==> src/core/tick_divider_pkg.sv <==
// Purpose: Shared constants and state layout for the periodic tick and
//          watchdog divider block.
// Assumes: 32-bit AXI4-Lite register access, one register per word, 8-bit except the 16-bit counter.
// Notes:   Register offsets are word indices; byte address is four times.
package tick_divider_pkg;

    // Register word indices; the byte address is the index times four.
    localparam logic [13:0] IDX_COUNTER = 14'h100e;
    localparam logic [13:0] IDX_IRQ_MASK = 14'h1024;
    localparam logic [13:0] IDX_FLAGS = 14'h1025;
    localparam logic [13:0] IDX_TICK_CTRL = 14'h1026;
    localparam logic [13:0] IDX_WD_OPTION = 14'h1039;
    localparam logic [13:0] IDX_WD_SERVICE = 14'h103a;
    localparam logic [13:0] IDX_TEST_CTRL = 14'h103e;

    // Field positions inside the 8-bit registers.
    localparam int PERIODIC_BIT = 6;
    localparam int BYPASS_BIT = 0;
    localparam int RATE_LO = 0;
    localparam int RATE_HI = 1;

    // Divider chain geometry and default tap ratios.
    localparam int CHAIN_W = 15;
    localparam int PERIODIC_DIV_DEF = 8192;
    localparam int WATCHDOG_DIV_DEF = 32768;
    localparam logic [6:0] BOOT_WINDOW = 7'h40;

    // Masks for the extra division after each tap.
    localparam logic [2:0] TICK_MASK_1 = 3'h0;
    localparam logic [2:0] TICK_MASK_2 = 3'h1;
    localparam logic [2:0] TICK_MASK_4 = 3'h3;
    localparam logic [2:0] TICK_MASK_8 = 3'h7;
    localparam logic [5:0] WD_MASK_1 = 6'h00;
    localparam logic [5:0] WD_MASK_4 = 6'h03;
    localparam logic [5:0] WD_MASK_16 = 6'h0f;
    localparam logic [5:0] WD_MASK_64 = 6'h3f;

    // Bus answer codes.
    localparam logic [1:0] RESP_OKAY = 2'h0;
    localparam logic [1:0] RESP_SLVERR = 2'h2;

    // Whole state of the block, registered as one word.
    typedef struct packed {
        logic [CHAIN_W-1:0] chain;
        logic [2:0] tick_sub;
        logic periodic_flag;
        logic periodic_irq_enable;
        logic [1:0] periodic_rate;
        logic [1:0] watchdog_rate;
        logic watchdog_rate_done;
        logic [6:0] boot_cnt;
        logic counter_bypass_bit;
        logic [5:0] wd_stage;
        logic wd_tick;
        logic [15:0] counter;
        logic irq;
        logic awready;
        logic wready;
        logic aw_held;
        logic w_held;
        logic [15:0] waddr;
        logic [7:0] wdata;
        logic wstrb0;
        logic bvalid;
        logic [1:0] bresp;
        logic arready;
        logic rvalid;
        logic [31:0] rdata;
        logic [1:0] rresp;
    } tick_state_s;

    localparam tick_state_s STATE_RESET = '0;

endpackage

==> src/core/periodic_tick_and_watchdog_divider.sv <==
// Purpose: Periodic tick, watchdog clock chain and counter bypass test
//          feature, with an AXI4-Lite register slave.
// Assumes: One clock aclk at 10 MHz; special_mode is a level from the
//          mode logic, synchronous to aclk.
// Notes:   Counts are taken at a bus cycle rate of one per aclk edge.
//          The divider chain is cleared by system reset only, so the
//          tap phase is unknown to software after a service write.
//          Register writes act on the low byte only, and only when
//          the low byte strobe is set; other bytes read back as zero, except the counter's upper byte.
//
// Register access over AXI4-Lite was chosen for this implementation.
`timescale 1ns/10ps
`default_nettype none

// Operation
// - Bypass clocks both counter halves each cycle
// - Bypass bit writable only in special mode
// - Tick divider free-runs, ignores flag clearing
// - Flag set at each period end
// - Writing one at bit six clears flag
// - Writing zero leaves a flag alone
// - Enable never touches flag set or clear
// - Enabled flag raises interrupt request
// - Flag stays set until software clears
// - Base tick is clock divided by 8192
// - Rate select divides by 1,2,4,8
// - Rate resets to fastest, writable anytime
// - Stages after watchdog tap cleared by service
// - Watchdog rate divides by 1,4,16,64
// - Watchdog rate resets to shortest timeout
// - Normal mode: one watchdog write, first 64 cycles
// - First watchdog edge uncertainty independent of rate
module periodic_tick_and_watchdog_divider
    import tick_divider_pkg::*;
#(
    parameter int PERIODIC_DIV = PERIODIC_DIV_DEF,
    parameter int WATCHDOG_DIV = WATCHDOG_DIV_DEF
)
(
    input wire logic aclk,
    input wire logic aresetn,
    input wire logic special_mode,
    input wire logic [15:0] awaddr,
    input wire logic [2:0] awprot,
    input wire logic awvalid,
    output logic awready,
    input wire logic [31:0] wdata,
    input wire logic [3:0] wstrb,
    input wire logic wvalid,
    output logic wready,
    output logic [1:0] bresp,
    output logic bvalid,
    input wire logic bready,
    input wire logic [15:0] araddr,
    input wire logic [2:0] arprot,
    input wire logic arvalid,
    output logic arready,
    output logic [31:0] rdata,
    output logic [1:0] rresp,
    output logic rvalid,
    input wire logic rready,
    output logic irq,
    output logic watchdog_tick,
    output logic [15:0] timer_count
);

    tick_state_s st;
    tick_state_s next_st;

    logic base_tick;
    logic wd_tap;
    logic period_end;
    logic do_write;
    logic [13:0] widx;
    logic [31:0] read_word;
    logic read_ok;

    // Word index of a byte address.
    function automatic logic [13:0] word_index(input logic [15:0] addr);
        word_index = addr[15:2];
    endfunction

    // Extra division mask of the periodic tick for a rate code.
    function automatic logic [2:0] tick_mask(input logic [1:0] code);
        case (code)
            2'h0:
            begin
                tick_mask = TICK_MASK_1;
            end
            2'h1:
            begin
                tick_mask = TICK_MASK_2;
            end
            2'h2:
            begin
                tick_mask = TICK_MASK_4;
            end
            default:
            begin
                tick_mask = TICK_MASK_8;
            end
        endcase
    endfunction

    // Extra division mask of the watchdog clock for a rate code.
    function automatic logic [5:0] wd_mask(input logic [1:0] code);
        case (code)
            2'h0:
            begin
                wd_mask = WD_MASK_1;
            end
            2'h1:
            begin
                wd_mask = WD_MASK_4;
            end
            2'h2:
            begin
                wd_mask = WD_MASK_16;
            end
            default:
            begin
                wd_mask = WD_MASK_64;
            end
        endcase
    endfunction

    // Register read multiplexer; unmapped words answer with an error.
    always_comb
    begin
        read_word = '0;
        read_ok = 1'b1;
        case (word_index(araddr))
            IDX_COUNTER:
            begin
                read_word[15:0] = st.counter;
            end
            IDX_IRQ_MASK:
            begin
                read_word[PERIODIC_BIT] = st.periodic_irq_enable;
            end
            IDX_FLAGS:
            begin
                read_word[PERIODIC_BIT] = st.periodic_flag;
            end
            IDX_TICK_CTRL:
            begin
                read_word[RATE_HI:RATE_LO] = st.periodic_rate;
            end
            IDX_WD_OPTION:
            begin
                read_word[RATE_HI:RATE_LO] = st.watchdog_rate;
            end
            IDX_WD_SERVICE:
            begin
                read_word = '0;
            end
            IDX_TEST_CTRL:
            begin
                read_word[BYPASS_BIT] = st.counter_bypass_bit;
            end
            default:
            begin
                read_ok = 1'b0;
            end
        endcase
    end

    // Taps of the free-running divider chain.
    assign base_tick = (st.chain & CHAIN_W'(PERIODIC_DIV - 1))
        == CHAIN_W'(PERIODIC_DIV - 1);
    assign wd_tap = (st.chain & CHAIN_W'(WATCHDOG_DIV - 1))
        == CHAIN_W'(WATCHDOG_DIV - 1);
    assign period_end = base_tick
        && ((st.tick_sub & tick_mask(st.periodic_rate))
        == tick_mask(st.periodic_rate));
    assign do_write = st.aw_held && st.w_held && !st.bvalid;
    assign widx = word_index(st.waddr);

    // Next-state logic for the whole block.
    always_comb
    begin
        next_st = st;

        // Divider chain runs on every cycle; tick sub-divider steps on each base tick.
        next_st.chain = st.chain + CHAIN_W'(1);
        if (base_tick)
        begin
            next_st.tick_sub = st.tick_sub + 3'h1;
        end

        // Free-running counter, both halves stepped together in bypass.
        if (st.counter_bypass_bit)
        begin
            next_st.counter[15:8] = st.counter[15:8] + 8'h01;
            next_st.counter[7:0] = st.counter[7:0] + 8'h01;
        end
        else
        begin
            next_st.counter = st.counter + 16'h0001;
        end

        // Window after reset during which the watchdog rate may be set.
        if (st.boot_cnt != BOOT_WINDOW)
        begin
            next_st.boot_cnt = st.boot_cnt + 7'h01;
        end

        // Watchdog stages after the tap.
        next_st.wd_tick = 1'b0;
        if (wd_tap)
        begin
            next_st.wd_stage = st.wd_stage + 6'h01;
            next_st.wd_tick = (st.wd_stage & wd_mask(st.watchdog_rate))
                == wd_mask(st.watchdog_rate);
        end

        // Write address and data channels are taken independently.
        if (awvalid && st.awready)
        begin
            next_st.aw_held = 1'b1;
            next_st.waddr = awaddr;
        end
        if (wvalid && st.wready)
        begin
            next_st.w_held = 1'b1;
            next_st.wdata = wdata[7:0];
            next_st.wstrb0 = wstrb[0];
        end
        if (st.bvalid && bready)
        begin
            next_st.bvalid = 1'b0;
        end

        // Register write effects once both halves of a write are held.
        if (do_write)
        begin
            next_st.aw_held = 1'b0;
            next_st.w_held = 1'b0;
            next_st.bvalid = 1'b1;
            next_st.bresp = RESP_OKAY;
            case (widx)
                IDX_IRQ_MASK:
                    if (st.wstrb0)
                    begin
                        next_st.periodic_irq_enable = st.wdata[PERIODIC_BIT];
                    end
                IDX_FLAGS:
                    if (st.wstrb0 && st.wdata[PERIODIC_BIT])
                    begin
                        next_st.periodic_flag = 1'b0;
                    end
                IDX_TICK_CTRL:
                    if (st.wstrb0)
                    begin
                        next_st.periodic_rate =
                            st.wdata[RATE_HI:RATE_LO];
                    end
                IDX_WD_OPTION:
                    if (st.wstrb0 && (special_mode || (!st.watchdog_rate_done
                        && st.boot_cnt != BOOT_WINDOW)))
                    begin
                        next_st.watchdog_rate = st.wdata[RATE_HI:RATE_LO];
                        next_st.watchdog_rate_done = 1'b1;
                    end
                IDX_WD_SERVICE:
                    if (st.wstrb0)
                    begin
                        next_st.wd_stage = '0;
                        next_st.wd_tick = 1'b0;
                    end
                IDX_TEST_CTRL:
                    if (st.wstrb0 && special_mode)
                    begin
                        next_st.counter_bypass_bit = st.wdata[BYPASS_BIT];
                    end
                IDX_COUNTER:
                begin
                    next_st.bresp = RESP_OKAY;
                end
                default:
                begin
                    next_st.bresp = RESP_SLVERR;
                end
            endcase
        end

        // A period end sets the flag after any clear, so the set wins.
        // A tick that meets a clear in one cycle is therefore never lost.
        if (period_end)
        begin
            next_st.periodic_flag = 1'b1;
        end

        // Interrupt level follows flag and enable only.
        next_st.irq = next_st.periodic_flag
            && next_st.periodic_irq_enable;

        next_st.awready = !next_st.aw_held && !next_st.bvalid;
        next_st.wready = !next_st.w_held && !next_st.bvalid;

        // Read channel answers one cycle after the address is taken.
        if (st.rvalid && rready)
        begin
            next_st.rvalid = 1'b0;
        end
        if (arvalid && st.arready)
        begin
            next_st.rvalid = 1'b1;
            next_st.rdata = read_word;
            next_st.rresp = read_ok ? RESP_OKAY : RESP_SLVERR;
        end
        next_st.arready = !next_st.rvalid;
    end

    // State register; rate selects come out of reset at code zero.
    always_ff @(posedge aclk)
    begin
        if (!aresetn)
        begin
            st <= STATE_RESET;
        end
        else
        begin
            st <= next_st;
        end
    end

    // Outputs straight from the state register.
    assign awready = st.awready;
    assign wready = st.wready;
    assign bvalid = st.bvalid;
    assign bresp = st.bresp;
    assign arready = st.arready;
    assign rvalid = st.rvalid;
    assign rdata = st.rdata;
    assign rresp = st.rresp;
    assign irq = st.irq;
    assign watchdog_tick = st.wd_tick;
    assign timer_count = st.counter;

endmodule

`default_nettype wire

==> config.mk <==
export PLATFORM = sky130hd
export DESIGN_NAME = periodic_tick_and_watchdog_divider
export DESIGN_NICKNAME = d
export VERILOG_FILES = /design/src/core/tick_divider_pkg.sv /design/src/core/periodic_tick_and_watchdog_divider.sv
export SDC_FILE = /design/constraint.sdc
export NUM_CORES = 1
export LEC_CHECK = 0
export BUFFER_PORTS_ARGS = -buffer_cell sky130_fd_sc_hd__buf_2
export CORE_MARGIN = 10
export CORE_UTILIZATION = 50
export CTS_BUF_LIST = sky130_fd_sc_hd__clkbuf_2
export DETAILED_ROUTE_END_ITERATION = 8
export PLACE_DENSITY = 0.78
export SLEW_MARGIN = 20
export SYNTH_ARGS = -nofsm -noshare
export SYNTH_HDL_FRONTEND = slang
export SYNTH_SLANG_ARGS = --single-unit
==> constraint.sdc <==
create_clock -name aclk -period 3.4 [get_ports aclk]
set_clock_uncertainty 0.05 [all_clocks]
set_input_delay 0.51 -clock aclk [delete_from_list [all_inputs] [get_ports aclk]]
set_output_delay 0.51 -clock aclk [all_outputs]
set_load 0.01 [all_outputs]
Word level (Yosys, flattened, before mapping)
Cells that the tools add are included.
Storage, ports and cells
  ROM bits: 0
  flip-flop bits (word level): 108
  bits of input ports: 82
  memories kept: 0
  bits in writable memories: 0
  bits in latches: 0
  output and inout bits: 59
  logic and storage cells: 120
Cells by class
  add/subtract/negate cells: 7
  magnitude comparators: 0
  reduce and logical (&&, ||, !) cells: 29
  divide/modulo/power cells: 0
  shift operators: 0
  multipliers: 0
  multiplexer cells: 33
  equal/unequal tests: 23
  bitwise logic cells: 2
Operator list (number)
  == test 14 x 13 -> 1 bit, second input constant: 14
  two-way mux 35 bit: 1
  two-way mux 7 bit: 5
  one-hot mux 6 bit (3 select lines): 1
  adder 16 x 1 -> 16 bit, second input constant: 1
  adder 8 x 1 -> 8 bit, second input constant: 2
  two-way mux 16 bit: 1
  adder 15 x 1 -> 15 bit, second input constant: 1
  == test 15 bit, second input constant: 1
  logical AND 1 bit: 15
  OR reduction 7 bit: 2
  == test 13 bit, second input constant: 1
  two-way mux 1 bit: 10
  two-way mux 2 bit: 5
  two-way mux 3 bit: 3
  two-way mux 9 bit: 1
  one-hot mux 3 bit (3 select lines): 1
  AND reduction 3 bit: 3
  adder 7 x 1 -> 7 bit, second input constant: 1
  != test 7 bit, second input constant: 1
  adder 6 x 1 -> 6 bit, second input constant: 1
  bitwise AND 6 bit: 1
  == test 6 bit: 1
  zero test 1 bit: 6
  11 further kinds: 15

Longest topological paths before layout
Gate-level depths: netlist of the first run.
  depth in word-level cells: 9
  mapped depth: 6

Worst setup path after synthesis of the first run
No wires, ideal clock.
  path type: input-to-reg
  start: in araddr[11]
  end: reg st (netlist bit rdata[10])
  stages on the path: 5
  setup slack: 1453 ps
  data arrival time: 1826 ps
  path buffers: 1
  cells stage by stage: or4_4 > nor4_4 > buf_6 > nand3_1 > a21oi_1
On the way
  cells in the longest elaborated chain, start to end: 2
RTL lines
  from (decl): line periodic_tick_and_watchdog_divider.sv:54  | input wire logic [15:0] araddr,
  == test 14 x 13 -> 1 bit: line periodic_tick_and_watchdog_divider.sv:132  | case (word_index(araddr))
  two-way mux 9 bit: line periodic_tick_and_watchdog_divider.sv:132
  to (signal assigned): line periodic_tick_and_watchdog_divider.sv:324  | st <= next_st;
  to (decl): line periodic_tick_and_watchdog_divider.sv:67  | tick_state_s st;
Every way passes these cells.
A chain may end at the register's enable or synchronous reset.

Final worst setup path of the first run
  start: reg st[110] (netlist bit)
  end: reg st[90] (netlist bit)
On the way
  cells in the longest elaborated chain, start to end: 5
RTL lines
  == test 15 bit *: line periodic_tick_and_watchdog_divider.sv:172  | == CHAIN_W'(WATCHDOG_DIV - 1);
  two-way mux 7 bit *: line periodic_tick_and_watchdog_divider.sv:210  | if (wd_tap)
  two-way mux 7 bit: line periodic_tick_and_watchdog_divider.sv:266  | if (st.wstrb0)
  two-way mux 7 bit: line periodic_tick_and_watchdog_divider.sv:241  | case (widx)
  two-way mux 7 bit *: line periodic_tick_and_watchdog_divider.sv:235  | if (do_write)
Mark *: on every way between the ends. The rest lies on a longest branch, timed or not.

==> reports/qor.csv, run 1 <==
metric;value;unit
cp_max_fo;11;
fin_tns_setup;0;ns
grt_pass1_wl;17.8;mm
num_vias;3967;
via_per_inst;5.35;
firstDrtPassIters;4;
finalSetupViolCount;0;
grt-ovfl-total;0;
io_buffers;80;
regMostFlops;st;
maxCapViolCount;0;
drive_gt1_share;18.6;%
yosys_warnings;0;
cp.buffers_inverters;0;
grt_start_max_net_pins;49;
dpl.hpwl;7.97;mm
drv_slew;0;
antenna_found_initial;0;
outcome;complete, no violations;
ios;141;
cts-hold-fix-buffers;0;
antenna_cells;0;
synth_cells;570;
avgRoutedWirePerCell;14.4;um
largest_reg_flops;59;
hp-class;input port to register;
cts_max_level;3;
die_h;118;um
cp.required;3.88;ns
clkLatencyLatePin;0.58;ns
fmax;0.442;GHz
end_kind;register;
drc;0;
fin_crit;2.26;ns
slew_headroom;44.1;%
switching_share;25.0;%
finalHoldViolCount;0;
fillers;895;
ys_types;61;
grt.busiest_layer;met2;
gr-usage-all-layers;14.8;%
synth_seq_cells;100;
final_cell_mix;dfxtp_1 (100), buf_2 (80), nand2_1 (78);
gp_congestion;0.881;
pwr-share-comb;8.1;%
powerDensity;397;nW/um2
core;9280;um2
use_met2;24.8;%
peakVddDrop;0.224;mV
fin_nets;697;
syn_area;4800;um2
slowest_delay;0.63;ns
met3_usage;5.23;%
clkTransAtPathRegs;0.26;ns
cp_cell_sequence;ha_1, and4_1, nand4_1, or4_1, a21oi_1;
dp_slack;0.996;ns
grt_pass1_vias;3812;
clockBufferDepth;2;
ant_nets;0;
crit_arrival;2.75;ns
drt_iter0_drc;273;
p_leak;1.98;nW
setup_slack;1.14;ns
routed_wl;10.7;mm
internal_power;1.51;mW
fp-row-count;35;
final_common_cell;dfxtp_1;
power_frac_seq;61.2;%
synth-async-reset-ratio;0;%
p_sw;504;uW
cts_tree;built;
postSynthAreaPerCell;8.42;um2
rsz0062_at_grt;no;
worstMarginPinSlew;0.837;ns
syn2layout_area_growth;5.87;%
cts.sink_count;100;
cts_made_buffers;9;
cp_slowest_cell;or4_1;
pwr-share-clk;30.7;%
cts_resized;0;
crit_type;register to register;
synthFlopType;dfxtp_1;
initial_utilization;51.7;%
root_buffer;clkbuf_2;
cp-start-kind;register;
die_area;13900;um2
fin_crit_sh;66.6;%
synth_edf_count;0;
finalPower;2.02;mW
fp.dieW;118;um
post_cts_buffers;0;
ys_seq_area_share;41.7;%
grt.met1_usage;17.3;%
path_delay_family;simple AND/OR/NAND/NOR gates;
fin_util;54.7;%
path summary, 6_finish.rpt:
check / start / to / slack (ns) / cells past startpoint
worst max-delay path: st[110] / st[90] / 1.14 / 5
worst min-delay path: awaddr[11] / st[59] / 0.1 / 3
worst max register to register: st[110] / st[90] / 1.14 / 5
worst min register to register: rdata[3] / rdata[3] / 0.42 / 2
power groups by stage:
stage               Clock, mW  Combinational, mW  Sequential (mW)
floorplan                   0              0.129             1.25
global placement            0              0.158             1.25
detailed placement          0              0.163             1.25
CTS                     0.639              0.164             1.23
global route            0.686              0.184             1.24
finish                  0.619              0.164             1.23
kinds of logic after synthesis:
group	share of synthesized area, %
AO/OA/AOI/OAI	12.6
XOR/XNOR	4.93
buffers and inverters	10.9
AND/OR/NAND/NOR	26.7
flip-flops	41.7
adder cells (fa/ha/maj)	1.83
other	0.0782
multiplexers	1.28
metal layers:
layer | wire length, um | up-vias
li1 | - | 1995
met4 | 196 | 0
met2 | 5150 | 129
met5 | 0 | -
met3 | 706 | 20
met1 | 4630 | 1823
cells in the mapped netlist, drive strengths merged, types with 9 or more instances:
library cell / instances / area share (%)
a21oi: 56 / 5.8
nand2: 78 / 6.1
xor2: 16 / 2.9
nand3: 43 / 4.5
o21ai: 22 / 2.3
and3: 9 / 1.2
or4: 9 / 1.6
or3: 10 / 1.4
buf: 58 / 9.1
dfxtp: 100 / 42
nor2: 36 / 2.8
clkbuf: 14 / 1.1
inv: 9 / 0.70
xnor2: 11 / 2.0
nand4: 10 / 1.3
worst register-to-register path: stages (launching register included):
cell and delay [ns]:
dfxtp_1 0.44, ha_1 0.24, and4_1 0.31, nand4_1 0.39, or4_1 0.63, a21oi_1 0.17
per-stage QoR:
step | hold slack [ns] | cells | cell area [um2]
2_1_floorplan | 0.380 | 587 | 4860
3_3_place_gp | 0.387 | 726 | 4950
3_5_place_dp | 0.392 | 726 | 4950
4_1_cts | 0.0557 | 742 | 5080
5_1_grt | 0.0290 | 742 | 5080
6_report | 0.0982 | 742 | 5080
cell type report:
class	count	area [um2]	share of cell area [%]
multi-input cells	406	2340	46.0
well taps	129	161	3.18
repair buffers	82	415	8.18
clock inverters	5	76.3	1.50
inverters	9	33.8	0.665
flip-flops and latches	100	2000	39.4
clock buffers	11	55.1	1.08
Power figures use the tool's default switching activity.
==> inputs of run 2 (changes only) <==
--- a/config.mk
+++ b/config.mk
@@ -7,7 +7,7 @@
 export LEC_CHECK = 0
 export BUFFER_PORTS_ARGS = -buffer_cell sky130_fd_sc_hd__buf_2
 export CORE_MARGIN = 10
-export CORE_UTILIZATION = 50
+export CORE_UTILIZATION = 48
 export CTS_BUF_LIST = sky130_fd_sc_hd__clkbuf_2
 export DETAILED_ROUTE_END_ITERATION = 8
 export PLACE_DENSITY = 0.78
==> constraint.sdc (replaced) <==
create_clock -name aclk -period 1.9 [get_ports aclk]
set_clock_uncertainty 0.05 [all_clocks]
set_input_delay 0.285 -clock aclk [delete_from_list [all_inputs] [get_ports aclk]]
set_output_delay 0.285 -clock aclk [all_outputs]
set_load 0.01 [all_outputs]
==> run 2 against run 1 <==
- largest power group unchanged
- the run now ends with negative setup slack left
- cell count up 8.1%
- core utilization up 2.8 points
- final area up 11%
- register-to-register slack worse by 1.1 ns
- global-route usage up 0.86 points
- non-clock buffer count up 55
==> reports/qor.csv, run 2 (same netlist as run 1, synthesis figures left out) <==
metric;value;unit
met3_usage;4.03;%
syn2layout_area_growth;17.1;%
grt_pass1_vias;4157;
fp.dieW;120;um
r2r_start;st[56];
grt_start_max_net_pins;30;
grt_pass1_wl;19.3;mm
clockBufferDepth;2;
core;9770;um2
routed_wl;11.5;mm
avgRoutedWirePerCell;14.4;um
fin_util;57.5;%
cp.required;2.40;ns
num_vias;4189;
cp_max_fo;4;
dpl.hpwl;8.35;mm
clkTransAtPathRegs;0.34;ns
cts_made_buffers;9;
fin_crit;1.94;ns
firstDrtPassIters;4;
fin_crit_sh;102;%
rsz0062_at_grt;yes;
holdPathStages;4;
hold_path_end;rdata[0];
stdcell_count;802;
final_common_cell;dfxtp_1;
hp-class;input port to register;
use_met2;26.7;%
fmax;0.515;GHz
regMostFlops;st;
worstReg2RegEnd;st[101];
finalHoldViolCount;0;
antenna_found_initial;1;
fp-row-count;36;
crit_arrival;2.45;ns
fillers;869;
crit_type;input port to register;
die_h;120;um
cts.sink_count;100;
powerDensity;637;nW/um2
rrSetupSlack;0.04;ns
root_buffer;clkbuf_2;
violations;negative setup slack;
drt_iter0_drc;246;
initial_utilization;49.1;%
worstMarginPinSlew;0.680;ns
cts_max_level;3;
final_cell_mix;dfxtp_1 (94), buf_2 (80), nand2_1 (78);
p_leak;2.23;nW
largest_reg_flops;59;
gr-usage-all-layers;15.7;%
cp-start-kind;input port;
grt.met1_usage;18.9;%
clkLatencyLatePin;0.60;ns
peakVddDrop;0.333;mV
via_per_inst;5.22;
r2r_cells;4;
dp.cells;753;
outcome;finished with violations;
ant_nets;0;
slew_headroom;54.6;%
grt.busiest_layer;met2;
finalSetupViolCount;1;
ios;141;
end_kind;register;
worstHoldStart;araddr[5];
drv_slew;0;
maxCapViolCount;0;
cts_tree;built;
drc;0;
fin_nets;752;
io_buffers;80;
grt-ovfl-total;0;
gp_congestion;0.884;
die_area;14400;um2
setup_slack;-0.0423;ns
drive_gt1_share;22.8;%
-- run 2: cell count changes in the layout (fill, tap and decap cells not counted), moves of 3 or more --
| cell | before | now |
|---|---|---|
| inv_6 | 0 | 3 |
| buf_4 | 2 | 26 |
| dfxtp_1 | 100 | 94 |
| dlygate4sd3_1 | 0 | 29 |
| dfxtp_2 | 0 | 6 |
-- run 2: final cells by class --
class	instances	area [um2]	share of cell area [%]
Timing Repair Buffer	137	926	16.5
Multi-Input combinational cell	406	2370	42.2
Antenna cell	1	2.50	0.0445
Sequential cell	100	2010	35.8
Clock buffer	9	45.0	0.801
Inverter	9	33.8	0.601
Tap cell	133	166	2.96
Clock inverter	7	67.6	1.20
-- run 2: critical path: stages --
cell and delay [ns]:
dlygate4sd3_1 0.53, buf_2 0.14, nor4_1 0.58, dlygate4sd3_1 0.67, nand4_1 0.11, o211ai_1 0.13
-- run 2: worst max-delay path by stage --
stage / start / end / slack (ns) / depth (start not counted)
floorplan: st[110] / st[89] / 0.03 / 5
global placement: st[56] / bresp[1] / 0.006 / 4
detailed placement: st[56] / bresp[1] / -0.03 / 4
CTS: st[56] / bresp[1] / 0.005 / 4
global route: st[56] / st[101] / -0.04 / 4
finish: araddr[9] / rdata[1] / -0.04 / 6
-- run 2: report_power, final --
| part | internal (mW) | leakage (nW) | total [mW] | switching (mW) |
|---|---|---|---|---|
| Sequential | 2.16 | 0.813 | 2.21 | 0.0502 |
| Clock | 0.211 | 0.0720 | 0.993 | 0.781 |
| Combinational | 0.174 | 1.35 | 0.376 | 0.202 |
| Total | 2.55 | 2.23 | 3.58 | 1.03 |
-- run 2: through the flow --
step	power [mW]	setup slack (ns)	hold slack (ns)	TNS [ns]	area, um2
after floorplan	2.47	0.0258	0.371	0	4860
after global placement	2.55	0.00624	0.386	0	5150
after detailed placement	2.57	-0.0297	0.392	-0.0953	5150
after CTS	3.60	0.00527	0.0122	0	5600
after global routing	3.76	-0.0389	0.0289	-0.0769	5620
final	3.58	-0.0423	0.0615	-0.0423	5620
-- run 2: metal layers --
layer  routed length, um  up-vias  part of all wire, %
met1                5030     1969                   44
met3                 662        6                  5.7
met4                  93        0                 0.81
met5                   0        -                    0
li1                    -     2106                    -
met2                5740      108                   50
-- run 2: repair_timing --
item	CTS	global route
hold buffers	29	0
hold endpoints to repair	26	0
pin swaps	2	4
endpoints found under the setup margin	8	10
buffers inserted	2	1
resized for setup	7	7
==> inputs of run 3 (changes only) <==
--- a/config.mk
+++ b/config.mk
@@ -5,12 +5,13 @@
 export SDC_FILE = /design/constraint.sdc
 export NUM_CORES = 1
 export LEC_CHECK = 0
-export BUFFER_PORTS_ARGS = -buffer_cell sky130_fd_sc_hd__buf_2
 export CORE_MARGIN = 10
-export CORE_UTILIZATION = 48
+export CORE_UTILIZATION = 50
 export CTS_BUF_LIST = sky130_fd_sc_hd__clkbuf_2
+export CTS_CLUSTER_SIZE = 30
 export DETAILED_ROUTE_END_ITERATION = 8
-export PLACE_DENSITY = 0.78
+export DONT_BUFFER_PORTS = 1
+export PLACE_DENSITY_LB_ADDON = 0.1
 export SLEW_MARGIN = 20
 export SYNTH_ARGS = -nofsm -noshare
 export SYNTH_HDL_FRONTEND = slang
==> run 3 against run 2 <==
- register-to-register slack worse by 0.02 ns
- maximum frequency is 3.1% higher
- routed wire length is 7.2% lower
- count of clock-buffer cells in the layout is 1 higher
- sequential cell count stayed put
- combinational power is 12% lower
- final area is 5.6% lower
- the run now ends clean
- power is 3.5% lower
- worst setup slack better by 0.058 ns
==> reports/qor.csv, run 3 (same netlist as run 1, synthesis figures left out) <==
metric;value;unit
gp_congestion;0.781;
fp-row-count;35;
cts_made_buffers;9;
fin_util;57.2;%
avgRoutedWirePerCell;14.7;um
cts_tree;built;
fmax;0.531;GHz
fin_nets;682;
grt_start_max_net_pins;34;
crit_arrival;2.30;ns
power_frac_seq;64.0;%
ios;141;
hold_slack;0.0563;ns
num_vias;3838;
cp.required;2.32;ns
clkTransAtPathRegs;0.26;ns
rsz0062_at_grt;yes;
antenna_cells;0;
end_kind;register;
internal_power;2.50;mW
pwr-share-clk;26.4;%
io_buffers;0;
hp-class;input port to register;
final_cell_mix;dfxtp_1 (93), nand2_1 (77), a21oi_1 (55);
outcome;complete, no violations;
initial_utilization;51.7;%
syn2layout_area_growth;10.6;%
final_common_cell;dfxtp_1;
largest_reg_flops;59;
firstDrtPassIters;4;
crit_type;register to register;
drive_gt1_share;14.0;%
fillers;890;
root_buffer;clkbuf_2;
dpl.hpwl;7.93;mm
antenna_found_initial;0;
grt_pass1_wl;18.2;mm
powerDensity;651;nW/um2
fp.dieW;118;um
cts.sink_count;100;
p_sw;952;uW
gr-usage-all-layers;15.2;%
drv_slew;0;
cp-start-kind;register;
regMostFlops;st;
clockBufferDepth;2;
switching_share;27.6;%
grt_pass1_vias;3676;
finalHoldViolCount;0;
slew_headroom;32.4;%
fin_crit;1.88;ns
worstMarginPinSlew;1.01;ns
finalPower;3.45;mW
cts_max_level;3;
p_leak;1.91;nW
fin_crit_sh;99.2;%
core;9280;um2
cp_max_fo;6;
die_area;13900;um2
drc;0;
maxCapViolCount;0;
via_per_inst;5.28;
die_h;118;um
routed_wl;10.7;mm
drt_iter0_drc;174;
peakVddDrop;0.398;mV
clkLatencyLatePin;0.56;ns
ant_nets;0;
grt-ovfl-total;0;
pwr-share-comb;9.6;%
finalSetupViolCount;0;
run 3: per-layer routing:
layer / GRT usage, % / share of wire, % / vias up
met5: 0 / 0 / -
met4: 4.40 / 1.2 / 0
met3: 5.61 / 8.0 / 11
met2: 23.1 / 43 / 86
met1: 19.5 / 47 / 1781
li1: - / - / 1960
run 3: repair_timing:
| item | CTS | global route |
|---|---|---|
| hold buffers | 31 | 0 |
| pin swaps | 3 | 10 |
| endpoints found under the setup margin | 6 | 57 |
| endpoints found under the hold margin | 67 | 0 |
| cloned | 0 | 0 |
| setup buffers | 0 | 4 |
| resized for setup | 9 | 12 |
run 3: layout make-up:
cell class	count	area [um2]	area share (%)
Multi-Input combinational cell	406	2390	45.0
Timing Repair Buffer	67	612	11.5
Inverter	9	33.8	0.636
Clock buffer	10	50.0	0.943
Sequential cell	100	2010	37.9
Tap cell	129	161	3.04
Clock inverter	6	48.8	0.919
run 3: final timing paths:
kind	cells past startpoint	startpoint	endpoint	slack, ns
worst max-delay path	4	st[53]	irq	0.02
worst min-delay path	4	araddr[14]	rdata[1]	0.06
worst max register to register	4	st[53]	irq	0.02
worst min register to register	2	st[62]	st[62]	0.42
run 3: stage by stage:
| stage | setup TNS (ns) | std cells | setup slack (ns) | cell area, um2 |
|---|---|---|---|---|
| after global placement | -0.00599 | 676 | -0.00554 | 4800 |
| after detailed placement | -0.148 | 676 | -0.0462 | 4800 |
| after CTS | 0 | 723 | 0.000872 | 5240 |
| after floorplan | 0 | 587 | 0.0258 | 4860 |
| after global routing | -0.143 | 727 | -0.0885 | 5310 |
| final | 0 | 727 | 0.0154 | 5310 |
run 3: power by group through the flow:
| stage | Clock [mW] | Combinational [mW] | Sequential, mW |
|---|---|---|---|
| after floorplan | 0 | 0.231 | 2.24 |
| after global placement | 0 | 0.249 | 2.24 |
| after detailed placement | 0 | 0.255 | 2.24 |
| after CTS | 0.958 | 0.317 | 2.21 |
| after global routing | 1.07 | 0.371 | 2.22 |
| final | 0.912 | 0.332 | 2.21 |
run 3: critical path, stage by stage, from the launching register on:
cell and delay (ns):
dfxtp_2 0.39, nand2b_1 0.16, or4_4 0.54, or4_4 0.55, a22oi_2 0.14
